`src/pkg/lp_pkg.sv`:
```
// Purpose: shared types and constants of the low-power state controller
// Assumes: one bus clock of 40 MHz; two cores
// Notes: vid and ratio widths are plain defaults
package lp_pkg;

	// ==========================================
	// sizes
	localparam int NUM_CORES = 2;
	localparam int VID_W = 6;
	localparam int RATIO_W = 5;
	localparam int CNT_W = 5;

	// ==========================================
	// timing, in bus clocks
	localparam logic [CNT_W-1:0] GRANT_DELAY_CLKS = 5'h14;
	localparam logic [CNT_W-1:0] RATIO_SETTLE_CLKS = 5'h04;
	localparam logic [CNT_W-1:0] VID_STEP_CLKS = 5'h02;

	// ==========================================
	// reset values
	localparam logic [VID_W-1:0] VID_RESET_CODE = 6'h00;
	localparam logic [RATIO_W-1:0] RATIO_RESET = 5'h06;

	// ==========================================
	// states
	typedef enum logic [3:0] {
		ST_NORMAL,
		ST_RATIO_DOWN,
		ST_VID_DOWN,
		ST_HALT,
		ST_HALT_SNOOP,
		ST_GRANT_ACK,
		ST_GRANT_WAIT,
		ST_GRANT,
		ST_GRANT_SNOOP,
		ST_VID_UP,
		ST_RATIO_UP
	} lp_state_type;

	// ==========================================
	// carriers
	typedef struct packed {
		logic bus_reset_n;
		logic stop_clock_request_n;
		logic system_mgmt_interrupt_n;
		logic init_request_n;
		logic [1:0] local_interrupt_pins;
	} pins_type;

	typedef struct packed {
		logic smi;
		logic init;
		logic lint;
	} events_type;

endpackage

```
`src/rtl/low_power_state_controller.sv`:
```
// Purpose: package low-power state controller: halt, stop-grant, extended states
// Assumes: core, bus and config inputs are on clk; pins go through pin_sync
// Notes: ratio and vid only move the core clock; the bus clock is never touched
//
// How it works
// - package halt only when every core has halted or executed monitor wait
// - a halted core stops alone; other cores keep running
// - smi, init or local interrupt wakes halted cores back to normal
// - bus reset in halt starts initialisation at once
// - stop-clock accepted in halt; its release returns to halt
// - snoops are serviced in halt, extended halt and stop-grant
// - all cores halted enters extended halt when enabled, else plain halt
// - extended entry lowers core ratio first, then steps vid down
// - extended exit restores vid first at low speed, then the ratio
// - only the core ratio changes; the bus clock stays as it is
// - stop-clock issues a grant acknowledge; stop-grant 20 clocks after response
// - bus reset in stop-grant initialises but stays in stop-grant
// - releasing stop-clock takes stop-grant back to normal
// - a snoop in stop-grant moves to the grant snoop state
// - events in stop-grant are held, one each, served back in normal or halt
// - stop-clock with extended grant enabled enters extended stop-grant
// - smi handler exit resumes in normal or back in halt
// - after a serviced snoop return to the low-power state left
`timescale 1ns/10ps
module low_power_state_controller (
	input wire logic clk,
	input wire logic nrst,
	input wire lp_pkg::pins_type pins,
	input wire logic [lp_pkg::NUM_CORES-1:0] core_halt_exec,
	input wire logic smi_exit_valid,
	input wire logic smi_exit_to_halt,
	input wire logic snoop_req,
	input wire logic snoop_done,
	input wire logic bus_resp_done,
	input wire logic ext_halt_en,
	input wire logic ext_grant_en,
	input wire logic [lp_pkg::RATIO_W-1:0] normal_ratio,
	input wire logic [lp_pkg::RATIO_W-1:0] low_ratio,
	input wire logic [lp_pkg::VID_W-1:0] normal_vid,
	input wire logic [lp_pkg::VID_W-1:0] low_vid,
	output lp_pkg::lp_state_type lp_state,
	output logic [lp_pkg::NUM_CORES-1:0] core_run,
	output logic stop_grant_cycle_req,
	output logic snoop_serve,
	output logic init_start,
	output lp_pkg::events_type event_service,
	output logic [lp_pkg::RATIO_W-1:0] core_ratio,
	output logic [lp_pkg::VID_W-1:0] voltage_id_code
);
	localparam lp_pkg::pins_type PINS_IDLE = '{1'b1, 1'b1, 1'b1, 1'b1, 2'h0};

	lp_pkg::lp_state_type state_reg, state_next, dest_reg;
	lp_pkg::pins_type pin_s, pin_prev_reg;
	lp_pkg::events_type ev, pend_reg, deliver, service_reg;
	logic [lp_pkg::NUM_CORES-1:0] halted_reg, halted_next, core_run_reg;
	logic [lp_pkg::CNT_W-1:0] cnt_reg;
	logic [lp_pkg::RATIO_W-1:0] ratio_reg;
	logic [lp_pkg::VID_W-1:0] vid_target;
	logic ext_reg, ret_halt_reg, halt_ext_reg, ratio_low_reg, vid_low_reg;
	logic ack_reg, snoop_reg, init_reg, stopclk, reset_fall, in_grant, at_target, wake;

	function automatic logic grant_family(input lp_pkg::lp_state_type s);
		return s == lp_pkg::ST_GRANT_ACK || s == lp_pkg::ST_GRANT_WAIT ||
			s == lp_pkg::ST_GRANT || s == lp_pkg::ST_GRANT_SNOOP;
	endfunction

	function automatic logic runs(input lp_pkg::lp_state_type s);
		return s == lp_pkg::ST_NORMAL || s == lp_pkg::ST_VID_UP || s == lp_pkg::ST_RATIO_UP;
	endfunction

	// ==========================================
	// pin capture and event edges
	pin_sync #(.W($bits(lp_pkg::pins_type)), .RESET_VAL(PINS_IDLE)) u_sync (
		.clk(clk),
		.nrst(nrst),
		.d(pins),
		.q(pin_s)
	);

	always_ff @(posedge clk or negedge nrst) begin
		if (!nrst) begin
			pin_prev_reg <= PINS_IDLE;
		end else begin
			pin_prev_reg <= pin_s;
		end
	end

	assign stopclk = !pin_s.stop_clock_request_n;
	assign reset_fall = pin_prev_reg.bus_reset_n && !pin_s.bus_reset_n;
	assign ev.smi = pin_prev_reg.system_mgmt_interrupt_n && !pin_s.system_mgmt_interrupt_n;
	assign ev.init = pin_prev_reg.init_request_n && !pin_s.init_request_n;
	assign ev.lint = |(pin_s.local_interrupt_pins & ~pin_prev_reg.local_interrupt_pins);

	// events outside normal and halt are held, so a snoop or a transition loses none;
	// they are served once back in one of those two states
	assign in_grant = !(state_reg == lp_pkg::ST_NORMAL || state_reg == lp_pkg::ST_HALT);
	assign deliver = (state_reg == lp_pkg::ST_NORMAL || state_reg == lp_pkg::ST_HALT) ?
		(ev | pend_reg) : '0;
	assign wake = |deliver;

	// ==========================================
	// next state
	always_comb begin
		state_next = state_reg;
		unique case (state_reg)
			lp_pkg::ST_NORMAL: begin
				if (stopclk) begin
					state_next = lp_pkg::ST_GRANT_ACK;
				end else if (&halted_next && !wake) begin
					state_next = ext_halt_en ? lp_pkg::ST_RATIO_DOWN : lp_pkg::ST_HALT;
				end
			end
			lp_pkg::ST_RATIO_DOWN: begin
				if (cnt_reg == lp_pkg::RATIO_SETTLE_CLKS - 1'b1) begin
					state_next = lp_pkg::ST_VID_DOWN;
				end
			end
			lp_pkg::ST_VID_DOWN: begin
				if (at_target) begin
					state_next = dest_reg;
				end
			end
			lp_pkg::ST_HALT: begin
				if (wake) begin
					state_next = ext_reg ? lp_pkg::ST_VID_UP : lp_pkg::ST_NORMAL;
				end else if (stopclk) begin
					state_next = lp_pkg::ST_GRANT_ACK;
				end else if (snoop_req) begin
					state_next = lp_pkg::ST_HALT_SNOOP;
				end
			end
			lp_pkg::ST_HALT_SNOOP: begin
				if (snoop_done) begin
					state_next = lp_pkg::ST_HALT;
				end
			end
			lp_pkg::ST_GRANT_ACK: begin
				if (bus_resp_done) begin
					state_next = lp_pkg::ST_GRANT_WAIT;
				end
			end
			lp_pkg::ST_GRANT_WAIT: begin
				if (cnt_reg == lp_pkg::GRANT_DELAY_CLKS - 1'b1) begin
					state_next = (ext_grant_en && !ext_reg) ? lp_pkg::ST_RATIO_DOWN :
						lp_pkg::ST_GRANT;
				end
			end
			lp_pkg::ST_GRANT: begin
				if (!stopclk) begin
					if (ext_reg && !(ret_halt_reg && halt_ext_reg)) begin
						state_next = lp_pkg::ST_VID_UP;
					end else begin
						state_next = ret_halt_reg ? lp_pkg::ST_HALT : lp_pkg::ST_NORMAL;
					end
				end else if (snoop_req) begin
					state_next = lp_pkg::ST_GRANT_SNOOP;
				end
			end
			lp_pkg::ST_GRANT_SNOOP: begin
				if (snoop_done) begin
					state_next = lp_pkg::ST_GRANT;
				end
			end
			lp_pkg::ST_VID_UP: begin
				if (at_target) begin
					state_next = lp_pkg::ST_RATIO_UP;
				end
			end
			lp_pkg::ST_RATIO_UP: begin
				state_next = dest_reg;
			end
		endcase
		// bus reset re-initialises; a stop-grant stays where it is
		if (reset_fall && !grant_family(state_reg)) begin
			state_next = lp_pkg::ST_NORMAL;
		end
	end

	always_ff @(posedge clk or negedge nrst) begin
		if (!nrst) begin
			state_reg <= lp_pkg::ST_NORMAL;
		end else begin
			state_reg <= state_next;
		end
	end

	// ==========================================
	// where a transition sequence ends, and how it got there
	always_ff @(posedge clk or negedge nrst) begin
		if (!nrst) begin
			dest_reg <= lp_pkg::ST_NORMAL;
			ext_reg <= 1'b0;
			ret_halt_reg <= 1'b0;
			halt_ext_reg <= 1'b0;
		end else if (reset_fall && !grant_family(state_reg)) begin
			dest_reg <= lp_pkg::ST_NORMAL;
			ext_reg <= 1'b0;
			ret_halt_reg <= 1'b0;
		end else if (state_next != state_reg) begin
			unique case (state_next)
				lp_pkg::ST_RATIO_DOWN: begin
					ext_reg <= 1'b1;
					dest_reg <= (state_reg == lp_pkg::ST_NORMAL) ? lp_pkg::ST_HALT :
						lp_pkg::ST_GRANT;
				end
				lp_pkg::ST_GRANT_ACK: begin
					ret_halt_reg <= (state_reg == lp_pkg::ST_HALT);
					halt_ext_reg <= ext_reg && state_reg == lp_pkg::ST_HALT;
				end
				lp_pkg::ST_VID_UP: begin
					dest_reg <= (state_reg == lp_pkg::ST_GRANT && ret_halt_reg) ?
						lp_pkg::ST_HALT : lp_pkg::ST_NORMAL;
				end
				lp_pkg::ST_HALT, lp_pkg::ST_NORMAL: begin
					if (state_reg == lp_pkg::ST_RATIO_UP) begin
						ext_reg <= 1'b0;
					end
					if (state_reg == lp_pkg::ST_GRANT) begin
						ret_halt_reg <= 1'b0;
					end
				end
				default: begin
				end
			endcase
		end
	end

	always_ff @(posedge clk or negedge nrst) begin
		if (!nrst) begin
			cnt_reg <= '0;
		end else if (state_next != state_reg) begin
			cnt_reg <= '0;
		end else begin
			cnt_reg <= cnt_reg + 1'b1;
		end
	end

	// ==========================================
	// per-core halt tracking; a new halt beats a same-cycle wake
	always_comb begin
		halted_next = halted_reg;
		if (wake || reset_fall) begin
			halted_next = '0;
		end
		if (state_reg == lp_pkg::ST_NORMAL && smi_exit_valid && smi_exit_to_halt) begin
			halted_next = '1;
		end
		halted_next = halted_next | core_halt_exec;
	end

	always_ff @(posedge clk or negedge nrst) begin
		if (!nrst) begin
			halted_reg <= '0;
			core_run_reg <= '0;
		end else begin
			halted_reg <= halted_next;
			core_run_reg <= runs(state_next) ? ~halted_next : '0;
		end
	end

	// ==========================================
	// held events: one of each, a new edge wins over the clear
	always_ff @(posedge clk or negedge nrst) begin
		if (!nrst) begin
			pend_reg <= '0;
			service_reg <= '0;
		end else begin
			pend_reg <= (pend_reg & ~deliver) | (in_grant ? ev : '0);
			service_reg <= deliver;
		end
	end

	// ==========================================
	// operating point: ratio leads on the way down, vid leads on the way up
	always_ff @(posedge clk or negedge nrst) begin
		if (!nrst) begin
			ratio_low_reg <= 1'b0;
			vid_low_reg <= 1'b0;
		end else if (reset_fall && !grant_family(state_reg)) begin
			ratio_low_reg <= 1'b0;
			vid_low_reg <= 1'b0;
		end else begin
			if (state_next == lp_pkg::ST_RATIO_DOWN) begin
				ratio_low_reg <= 1'b1;
			end else if (state_next == lp_pkg::ST_RATIO_UP) begin
				ratio_low_reg <= 1'b0;
			end
			if (state_next == lp_pkg::ST_VID_DOWN) begin
				vid_low_reg <= 1'b1;
			end else if (state_next == lp_pkg::ST_VID_UP) begin
				vid_low_reg <= 1'b0;
			end
		end
	end

	// only the core multiplier moves; no bus clock is produced here
	always_ff @(posedge clk or negedge nrst) begin
		if (!nrst) begin
			ratio_reg <= lp_pkg::RATIO_RESET;
		end else begin
			ratio_reg <= ratio_low_reg ? low_ratio : normal_ratio;
		end
	end

	assign vid_target = vid_low_reg ? low_vid : normal_vid;

	vid_stepper u_vid (
		.clk(clk),
		.nrst(nrst),
		.target(vid_target),
		.vid(voltage_id_code),
		.at_target(at_target)
	);

	// ==========================================
	// bus-side strobes
	always_ff @(posedge clk or negedge nrst) begin
		if (!nrst) begin
			ack_reg <= 1'b0;
			snoop_reg <= 1'b0;
			init_reg <= 1'b0;
		end else begin
			ack_reg <= (state_next == lp_pkg::ST_GRANT_ACK);
			snoop_reg <= (state_next == lp_pkg::ST_HALT_SNOOP ||
				state_next == lp_pkg::ST_GRANT_SNOOP);
			init_reg <= reset_fall;
		end
	end

	assign lp_state = state_reg;
	assign core_run = core_run_reg;
	assign stop_grant_cycle_req = ack_reg;
	assign snoop_serve = snoop_reg;
	assign init_start = init_reg;
	assign event_service = service_reg;
	assign core_ratio = ratio_reg;

	// ==========================================
	// checks
	property p_halt_entry;
		@(posedge clk) disable iff (!nrst)
		(state_reg == lp_pkg::ST_NORMAL && state_next == lp_pkg::ST_HALT) |-> &halted_next;
	endproperty
	a_halt_entry: assert property (p_halt_entry) else $error("halt without all cores halted");

	property p_core_run;
		@(posedge clk) disable iff (!nrst)
		(state_reg == lp_pkg::ST_NORMAL && $past(nrst)) |-> core_run_reg == ~halted_reg;
	endproperty
	a_core_run: assert property (p_core_run) else $error("running cores do not match halts");

	property p_wake;
		@(posedge clk) disable iff (!nrst)
		(state_reg == lp_pkg::ST_HALT && wake) |=> state_reg != lp_pkg::ST_HALT;
	endproperty
	a_wake: assert property (p_wake) else $error("break event did not leave halt");

	property p_grant_delay;
		@(posedge clk) disable iff (!nrst)
		$rose(state_reg == lp_pkg::ST_GRANT_WAIT) |->
			(state_reg == lp_pkg::ST_GRANT_WAIT) [*8] ##12 state_reg == lp_pkg::ST_GRANT_WAIT ##1
			state_reg != lp_pkg::ST_GRANT_WAIT;
	endproperty
	a_grant_delay: assert property (p_grant_delay) else $error("grant not 20 clocks after response");

	property p_ratio_first;
		@(posedge clk) disable iff (!nrst)
		(state_reg == lp_pkg::ST_RATIO_DOWN) |-> !vid_low_reg ##1 ratio_low_reg;
	endproperty
	a_ratio_first: assert property (p_ratio_first) else $error("vid moved before ratio");

	property p_vid_first;
		@(posedge clk) disable iff (!nrst)
		(state_reg == lp_pkg::ST_VID_UP) |-> ratio_low_reg && !vid_low_reg;
	endproperty
	a_vid_first: assert property (p_vid_first) else $error("ratio restored before vid");

	property p_grant_exit;
		@(posedge clk) disable iff (!nrst)
		(state_reg == lp_pkg::ST_GRANT && !stopclk && !ext_reg && !ret_halt_reg) |=>
			state_reg == lp_pkg::ST_NORMAL;
	endproperty
	a_grant_exit: assert property (p_grant_exit) else $error("stop-grant did not return to normal");

	property p_grant_snoop;
		@(posedge clk) disable iff (!nrst)
		(state_reg == lp_pkg::ST_GRANT && stopclk && snoop_req && !reset_fall) |=>
			state_reg == lp_pkg::ST_GRANT_SNOOP && snoop_serve;
	endproperty
	a_grant_snoop: assert property (p_grant_snoop) else $error("snoop in stop-grant not taken");

	property p_pending;
		@(posedge clk) disable iff (!nrst)
		(state_reg == lp_pkg::ST_GRANT && ev.smi) |=> pend_reg.smi;
	endproperty
	a_pending: assert property (p_pending) else $error("smi lost during stop-grant");

	property p_snoop_back;
		@(posedge clk) disable iff (!nrst)
		(state_reg == lp_pkg::ST_HALT_SNOOP && snoop_done && !reset_fall) |=>
			state_reg == lp_pkg::ST_HALT;
	endproperty
	a_snoop_back: assert property (p_snoop_back) else $error("no return to halt after snoop");

	property p_reset_grant;
		@(posedge clk) disable iff (!nrst)
		(state_reg == lp_pkg::ST_GRANT && stopclk && !snoop_req && reset_fall) |=>
			state_reg == lp_pkg::ST_GRANT && init_start;
	endproperty
	a_reset_grant: assert property (p_reset_grant) else $error("reset left stop-grant");
endmodule // low_power_state_controller

```
`src/rtl/pin_sync.sv`:
```
// Purpose: two-flop synchroniser for a bundle of pins
// Assumes: pins are asynchronous to clk
// Notes: first stage is read by the second stage only
`timescale 1ns/10ps
module pin_sync #(
	parameter int W = 1,
	parameter logic [W-1:0] RESET_VAL = '0
) (
	input wire logic clk,
	input wire logic nrst,
	input wire logic [W-1:0] d,
	output logic [W-1:0] q
);
	logic [W-1:0] meta_reg;
	logic [W-1:0] q_reg;

	always_ff @(posedge clk or negedge nrst) begin
		if (!nrst) begin
			meta_reg <= RESET_VAL;
			q_reg <= RESET_VAL;
		end else begin
			meta_reg <= d;
			q_reg <= meta_reg;
		end
	end

	assign q = q_reg;
endmodule // pin_sync

```
`src/rtl/vid_stepper.sv`:
```
// Purpose: walks the voltage code one entry at a time towards a target
// Assumes: target may change at any cycle
// Notes: a step every VID_STEP_CLKS cycles, so the regulator can follow
`timescale 1ns/10ps
module vid_stepper (
	input wire logic clk,
	input wire logic nrst,
	input wire logic [lp_pkg::VID_W-1:0] target,
	output logic [lp_pkg::VID_W-1:0] vid,
	output logic at_target
);
	logic [lp_pkg::VID_W-1:0] vid_reg;
	logic [lp_pkg::CNT_W-1:0] tick_reg;

	// ==========================================
	// step pacing
	always_ff @(posedge clk or negedge nrst) begin
		if (!nrst) begin
			tick_reg <= '0;
		end else if (vid_reg == target || tick_reg == lp_pkg::VID_STEP_CLKS - 1'b1) begin
			tick_reg <= '0;
		end else begin
			tick_reg <= tick_reg + 1'b1;
		end
	end

	// ==========================================
	// single-entry steps
	always_ff @(posedge clk or negedge nrst) begin
		if (!nrst) begin
			vid_reg <= lp_pkg::VID_RESET_CODE;
		end else if (vid_reg != target && tick_reg == lp_pkg::VID_STEP_CLKS - 1'b1) begin
			if (vid_reg < target) begin
				vid_reg <= vid_reg + 1'b1;
			end else begin
				vid_reg <= vid_reg - 1'b1;
			end
		end
	end

	assign vid = vid_reg;
	assign at_target = (vid_reg == target);
endmodule // vid_stepper

```
`config.mk`:
```
export PLATFORM = sky130hd
export DESIGN_NAME = low_power_state_controller
export DESIGN_NICKNAME = d
export VERILOG_FILES = /design/src/pkg/lp_pkg.sv /design/src/rtl/low_power_state_controller.sv /design/src/rtl/pin_sync.sv /design/src/rtl/vid_stepper.sv
export SDC_FILE = /design/constraint.sdc
export NUM_CORES = 1
export LEC_CHECK = 0
export ABC_AREA = 1
export BUFFER_PORTS_ARGS = -buffer_cell sky130_fd_sc_hd__buf_2
export CAP_MARGIN = 10
export CORE_MARGIN = 2
export CORE_UTILIZATION = 35
export DETAILED_ROUTE_END_ITERATION = 8
export GPL_TIMING_DRIVEN = 0
export PLACE_DENSITY = 0.55
export REMOVE_ABC_BUFFERS = 1
export SYNTH_ARGS = -nofsm -noshare
export SYNTH_HDL_FRONTEND = slang
export SYNTH_SLANG_ARGS = --single-unit
```
`constraint.sdc`:
```
create_clock -name clk -period 8.8 [get_ports clk]
set_input_delay 0.88 -clock clk [delete_from_list [all_inputs] [get_ports clk]]
set_output_delay 0.88 -clock clk [all_outputs]
set_load 0.1 [all_outputs]
```
Word level (Yosys, flattened, before mapping)
Cells that the tools add are included.

cells by class
  $lt $le $gt $ge = 1
  bitwise operators = 9
  add/subtract/negate cells = 4
  reductions and logical operators = 45
  mux-type cells = 50
  equality and inequality tests = 26

operator list
  kind                                           number
  2-to-1 mux 4 bit                               19
  one-hot mux 4 bit (11 select lines)            1
  == test 4 x 3 -> 1 bit, second input constant  6
  == test 4 bit, second input constant           6
  == test 4 x 2 -> 1 bit, second input constant  4
  2-to-1 mux 5 bit                               3
  nonzero test 3 bit                             5
  logical AND 1 bit                              13
  2-to-1 mux 1 bit                               12
  2-to-1 mux 2 bit                               6
  2-to-1 mux 3 bit                               4
  2-to-1 mux 6 bit                               2
  adder 5 x 1 -> 5 bit, second input constant    2
  logical OR 1 bit                               9
  AND reduction 3 bit                            3
  == test 4 x 1 -> 1 bit, second input constant  2
  zero test 4 bit                                2
  one-hot mux 4 bit (2 select lines)             1
  zero test 1 bit                                7
  adder 6 x 1 -> 6 bit, second input constant    1
  == test 6 bit                                  1
  < comparator 6 bit                             1
  inequality test 3 bit, second input constant   2
  inequality test 6 bit                          1
  other kinds (17)                               22

storage, ports and cells
  bits of input ports = 39
  output and inout bits = 23
  register bits after elaboration = 64
  word-level logic and storage cells = 163

Logic depth before layout (Yosys ltp)
  word-level depth = 21
  mapped depth = 22
  mapped depth without buffers = 21

Cells and area by module
From an unflattened synthesis, not the netlist that was laid out.

second synthesis, totals
  cell total of the unflattened synthesis = 434
  area, all modules = 3,544.6 µm²

modules (own cells, without submodules)
  module                      seq. area each (µm²)  cells an instance  instances  area an instance (µm²)
  low_power_state_controller  982.2                 312                1          2,373.5
  vid_stepper                 275.3                 110                1          860.8
  pin_sync                    310.3                 12                 1          310.3

Worst setup path before layout
OpenSTA, ideal clock, no wires.

  path kind = reg-to-reg
  from = register u_vid.vid_reg, in the netlist u_vid.vid[1]
  to = register u_vid.vid_reg, in the netlist u_vid.vid[5]
  stages on the path, launching flop included = 18
  data required time = 8.641 ns
  slack = 5.560 ns
  period minus slack after synthesis = 3.240 ns
  data arrival time = 3.082 ns
  cell sequence = dfrtp_1 > ha_1 > inv_1 > nor2_1 > o2111ai_1 > and3_1 > inv_1 > ha_1 > nand2_1 > nor2_1 > a211oi_1 > nor2_1 > nor2_1 > inv_1 > a21oi_1 > a21oi_1 > o21ai_0 > xnor2_1

between the ends
  longest elaborated chain between the ends = 2

RTL lines
  element                                                       RTL line                              source
  from (decl)                                                   vid_stepper.sv:12                     logic [lp_pkg::VID_W-1:0] vid_reg;
  from (signal assigned)                                        vid_stepper.sv:31                     vid_reg <= lp_pkg::VID_RESET_CODE;
  from (signal assigned)                                        vid_stepper.sv:34                     vid_reg <= vid_reg + 1'b1;
  from (signal assigned)                                        vid_stepper.sv:36                     vid_reg <= vid_reg - 1'b1;
  subtractor 6 x 1 -> 6 bit (tied with other cells)             vid_stepper.sv:36
  2-to-1 mux 6 bit / logical AND 1 bit (equally long branches)  vid_stepper.sv:33, vid_stepper.sv:32

Several ways; a longest one is shown, not always the timed one.
A chain may end at the register's enable or synchronous reset.

Final worst setup path
  from = register vid_low_reg
  to = register u_vid.vid_reg, in the netlist u_vid.vid[5]

between the ends
  longest elaborated chain between the ends = 3

RTL lines
  element                                                             RTL line                              source
  from (decl)                                                         low_power_state_controller.sv:59      logic ext_reg, ret_halt_reg, halt_ext_reg, ratio_low_reg, vid_low_reg;
  from (signal assigned)                                              low_power_state_controller.sv:278     vid_low_reg <= 1'b0;
  from (signal assigned)                                              low_power_state_controller.sv:281     vid_low_reg <= 1'b0;
  from (signal assigned)                                              low_power_state_controller.sv:289     vid_low_reg <= 1'b1;
  2-to-1 mux 6 bit *                                                  low_power_state_controller.sv:305     assign vid_target = vid_low_reg ? low_vid : normal_vid;
  < comparator 6 bit / inequality test 6 bit (equally long branches)  vid_stepper.sv:33, vid_stepper.sv:32
  2-to-1 mux 6 bit / logical AND 1 bit (equally long branches)        vid_stepper.sv:33, vid_stepper.sv:32

Every way passes the cells marked *; elsewhere a longest branch is shown, timed or not.

==> flow_summary_export.csv <==
group,metric,value,unit
worst_hold_path,hp-class,"flop to flop",
clock_network,clk_path_buf_depth,2,
sta,fin_crit,3240,ps
floorplan,die_area,11000,um^2
drt,vias,2780,
final_layout,syn_to_final_growth,18.1,%
synthesis,yosys_warnings,0,
clock_network,post_cts_buffers,0,
placement,io_buffers,61,
setup_path,critPathBufInv,3,
clock_network,clk_pin_slew,60,ps
synthesis,yosysUniqueCellTypes,45,
final_layout,mostFrequentLayoutCell,"nand2_1",
clock_network,cts_tree,"yes",
drt,drt-initial-drc-count,105,
drt,drc,0,
synthesis,synth_edf_count,0,
synthesis,synth.avg_cell_area,8.71,um^2
setup_path,cp-end-kind,"flop",
synthesis,ys_seq_elements,62,
synthesis,netlist_instances,407,
sta,drv_slew,0,
setup_path,arrival,3500,ps
setup_path,crit_required,9070,ps
clock_network,post_cts_resized,0,
drt,wl_per_cell,12.6,um
final_layout,diodes,0,
setup_path,startpoint_type,"flop",
setup_path,crit_type,"flop to flop",
clock_network,cts.sinks,62,
placement,dp_hpwl,6.13,mm
global_route,grt_max_degree,33,
setup_path,crit_slowest_cell,"dfrtp_1",
sta,setup_viol,0,
synthesis,ys.flop_type,"dfrtp_1",
floorplan,io_pins,62,
global_route,grt_pass1_vias,2661,
setup_path,crit_path_max_incr_delay,580,ps
placement,gp_congestion,0.881,
setup_path,r2r_slack,5560,ps
drt,dr.pass1.iters,4,
setup_path,path_max_fanout,8,
synthesis,ys_seq_area_frac,0.442,
sta,hold_viol,0,
final_layout,regArea,1570,um^2
global_route,overflow,0,
floorplan,rows,36,
final_layout,drive_above_1_share,0.316,
floorplan,initial_utilization,0.361,
flow_run,cap_violations,0,
final_layout,layout_common_cells,"72 x nand2_1, 61 x buf_2, 59 x inv_1",
floorplan,die_y,105,um
drt,postRouteAntennaNets,0,
sta,period_share,0.368,
sta,slew_headroom,0.507,
clock_network,ctsHtreeMaxLevel,3,
final_layout,multi_input_area,1690,um^2
clock_network,root_buffer,"clkbuf_8",
clock_network,clk_latency,340,ps
setup_path,rr_worst_depth,18,
synthesis,async_flop_share,1.00,
global_route,grt.total_usage,0.149,
setup_path,path_depth,18,
drt,totalWireLength,7.74,mm
floorplan,die_x,105,um
setup_path,cp_cell_sequence,"mux2i_1 > ha_1 > inv_1 > nor2_1 > o2111ai_1 > and3_1 > inv_1 > ha_1 > nand2_1 > nor2_1 > a211oi_1 > nor2_1 > nor2_1 > inv_1 > a21oi_1 > a21oi_1 > o21ai_0 > xnor2_1",
global_route,antenna_found_initial,0,
sta,holdWs,349,ps
sta,skew,6.31,ps
sta,tns,0,ps
global_route,grt_pass1_wl,12.7,mm
worst_hold_path,whs_path_depth,0,
clock_network,cts_inserted_buffers,9,
drt,vias_per_cell,4.53,
setup_path,crit_top_cell,"nor2_1",
final_layout,fin_nets,529,
final_layout,nFillCells,1029,
setup_path,crit_family,"compound AO/OA/AOI/OAI gates",
sta,worst_slew_pin_slew,739,ps
sta,rsz0062_at_grt,"no",
sta,timing.fmax,309,MHz
clock_network,ctsHoldBuffers,0,
status,status,"complete, no violations",
floorplan,coreArea,9820,um^2
synthesis,syn_area,3550,um^2
## cell type report
class                      instances  share of cell area
clock buffer                      14              0.0389
timing repair buffer              62              0.0777
multi-input combinational        272               0.404
tap                              133              0.0397
clock inverter                     2             0.00239
inverter                          69              0.0625
sequential                        62               0.374
## per-layer routing
| metal | share of wire | track usage | up-vias |
|---|---|---|---|
| met4 | 0.020 | 0.0676 | 0 |
| met5 | 0 | 0 | - |
| met2 | 0.46 | 0.229 | 55 |
| met3 | 0.041 | 0.0387 | 12 |
| li1 | - | - | 1437 |
| met1 | 0.48 | 0.196 | 1276 |
## stage by stage
step / utilization / area, um^2 / setup slack [ps] / cells
finish: 0.426 / 4190 / 5560 / 614
global route: 0.426 / 4190 / 5260 / 614
CTS: 0.426 / 4190 / 5550 / 614
detailed placement: 0.409 / 4010 / 5270 / 598
global placement: 0.407 / 3990 / 5340 / 597
floorplan: - / 3520 / 5560 / 403
## cell usage after synthesis, types with 2 or more instances
master | number | area [um^2]
nand2_1 | 72 | 270
nand2_2 | 15 | 93.8
nor2_4 | 2 | 22.5
nor2_2 | 5 | 31.3
a21oi_1 | 10 | 50.1
inv_1 | 59 | 221
o21ai_0 | 7 | 35.0
mux2i_1 | 5 | 50.1
ha_1 | 13 | 163
inv_2 | 9 | 33.8
nor2_1 | 42 | 158
dfstp_2 | 13 | 342
nand2_4 | 7 | 78.8
nand3_2 | 5 | 50.1
nand4_1 | 11 | 68.8
xor2_1 | 6 | 52.6
nand3_4 | 3 | 52.6
nand3_1 | 36 | 180
xnor2_1 | 3 | 26.3
clkbuf_1 | 2 | 7.51
dfrtp_1 | 49 | 1230
mux2_2 | 5 | 56.3
o21ai_2 | 3 | 26.3
a21oi_2 | 2 | 17.5
nor3_1 | 3 | 15.0
## final timing paths
path	to	from
max in group asynchronous	core_ratio[1]	nrst
worst min-delay path	u_sync.q[0]	u_sync.meta_reg[0]
worst max-delay path	u_vid.vid[5]	vid_low_reg
worst max register to register	u_vid.vid[5]	vid_low_reg
worst min register to register	u_sync.q[0]	u_sync.meta_reg[0]
min in group asynchronous	u_sync.meta_reg[1]	nrst
## logic make-up (layout without fill, tap and decap cells)
kind of cell / Yosys count / in the layout / share of synthesized area
and+or+nand+nor: 207 / 207 / 0.310
buffers and inverters: 73 / 147 / 0.0805
DFF: 62 / 62 / 0.442
AOI/OAI and AO/OA: 32 / 32 / 0.0635
adders and majority gates: 14 / 14 / 0.0515
muxes: 10 / 10 / 0.0300
xor gates and xnor gates: 9 / 9 / 0.0222
Power is left out: the tool's default activity adds up to more than one toggle a clock period on the data nets, which glitch-free logic cannot reach.
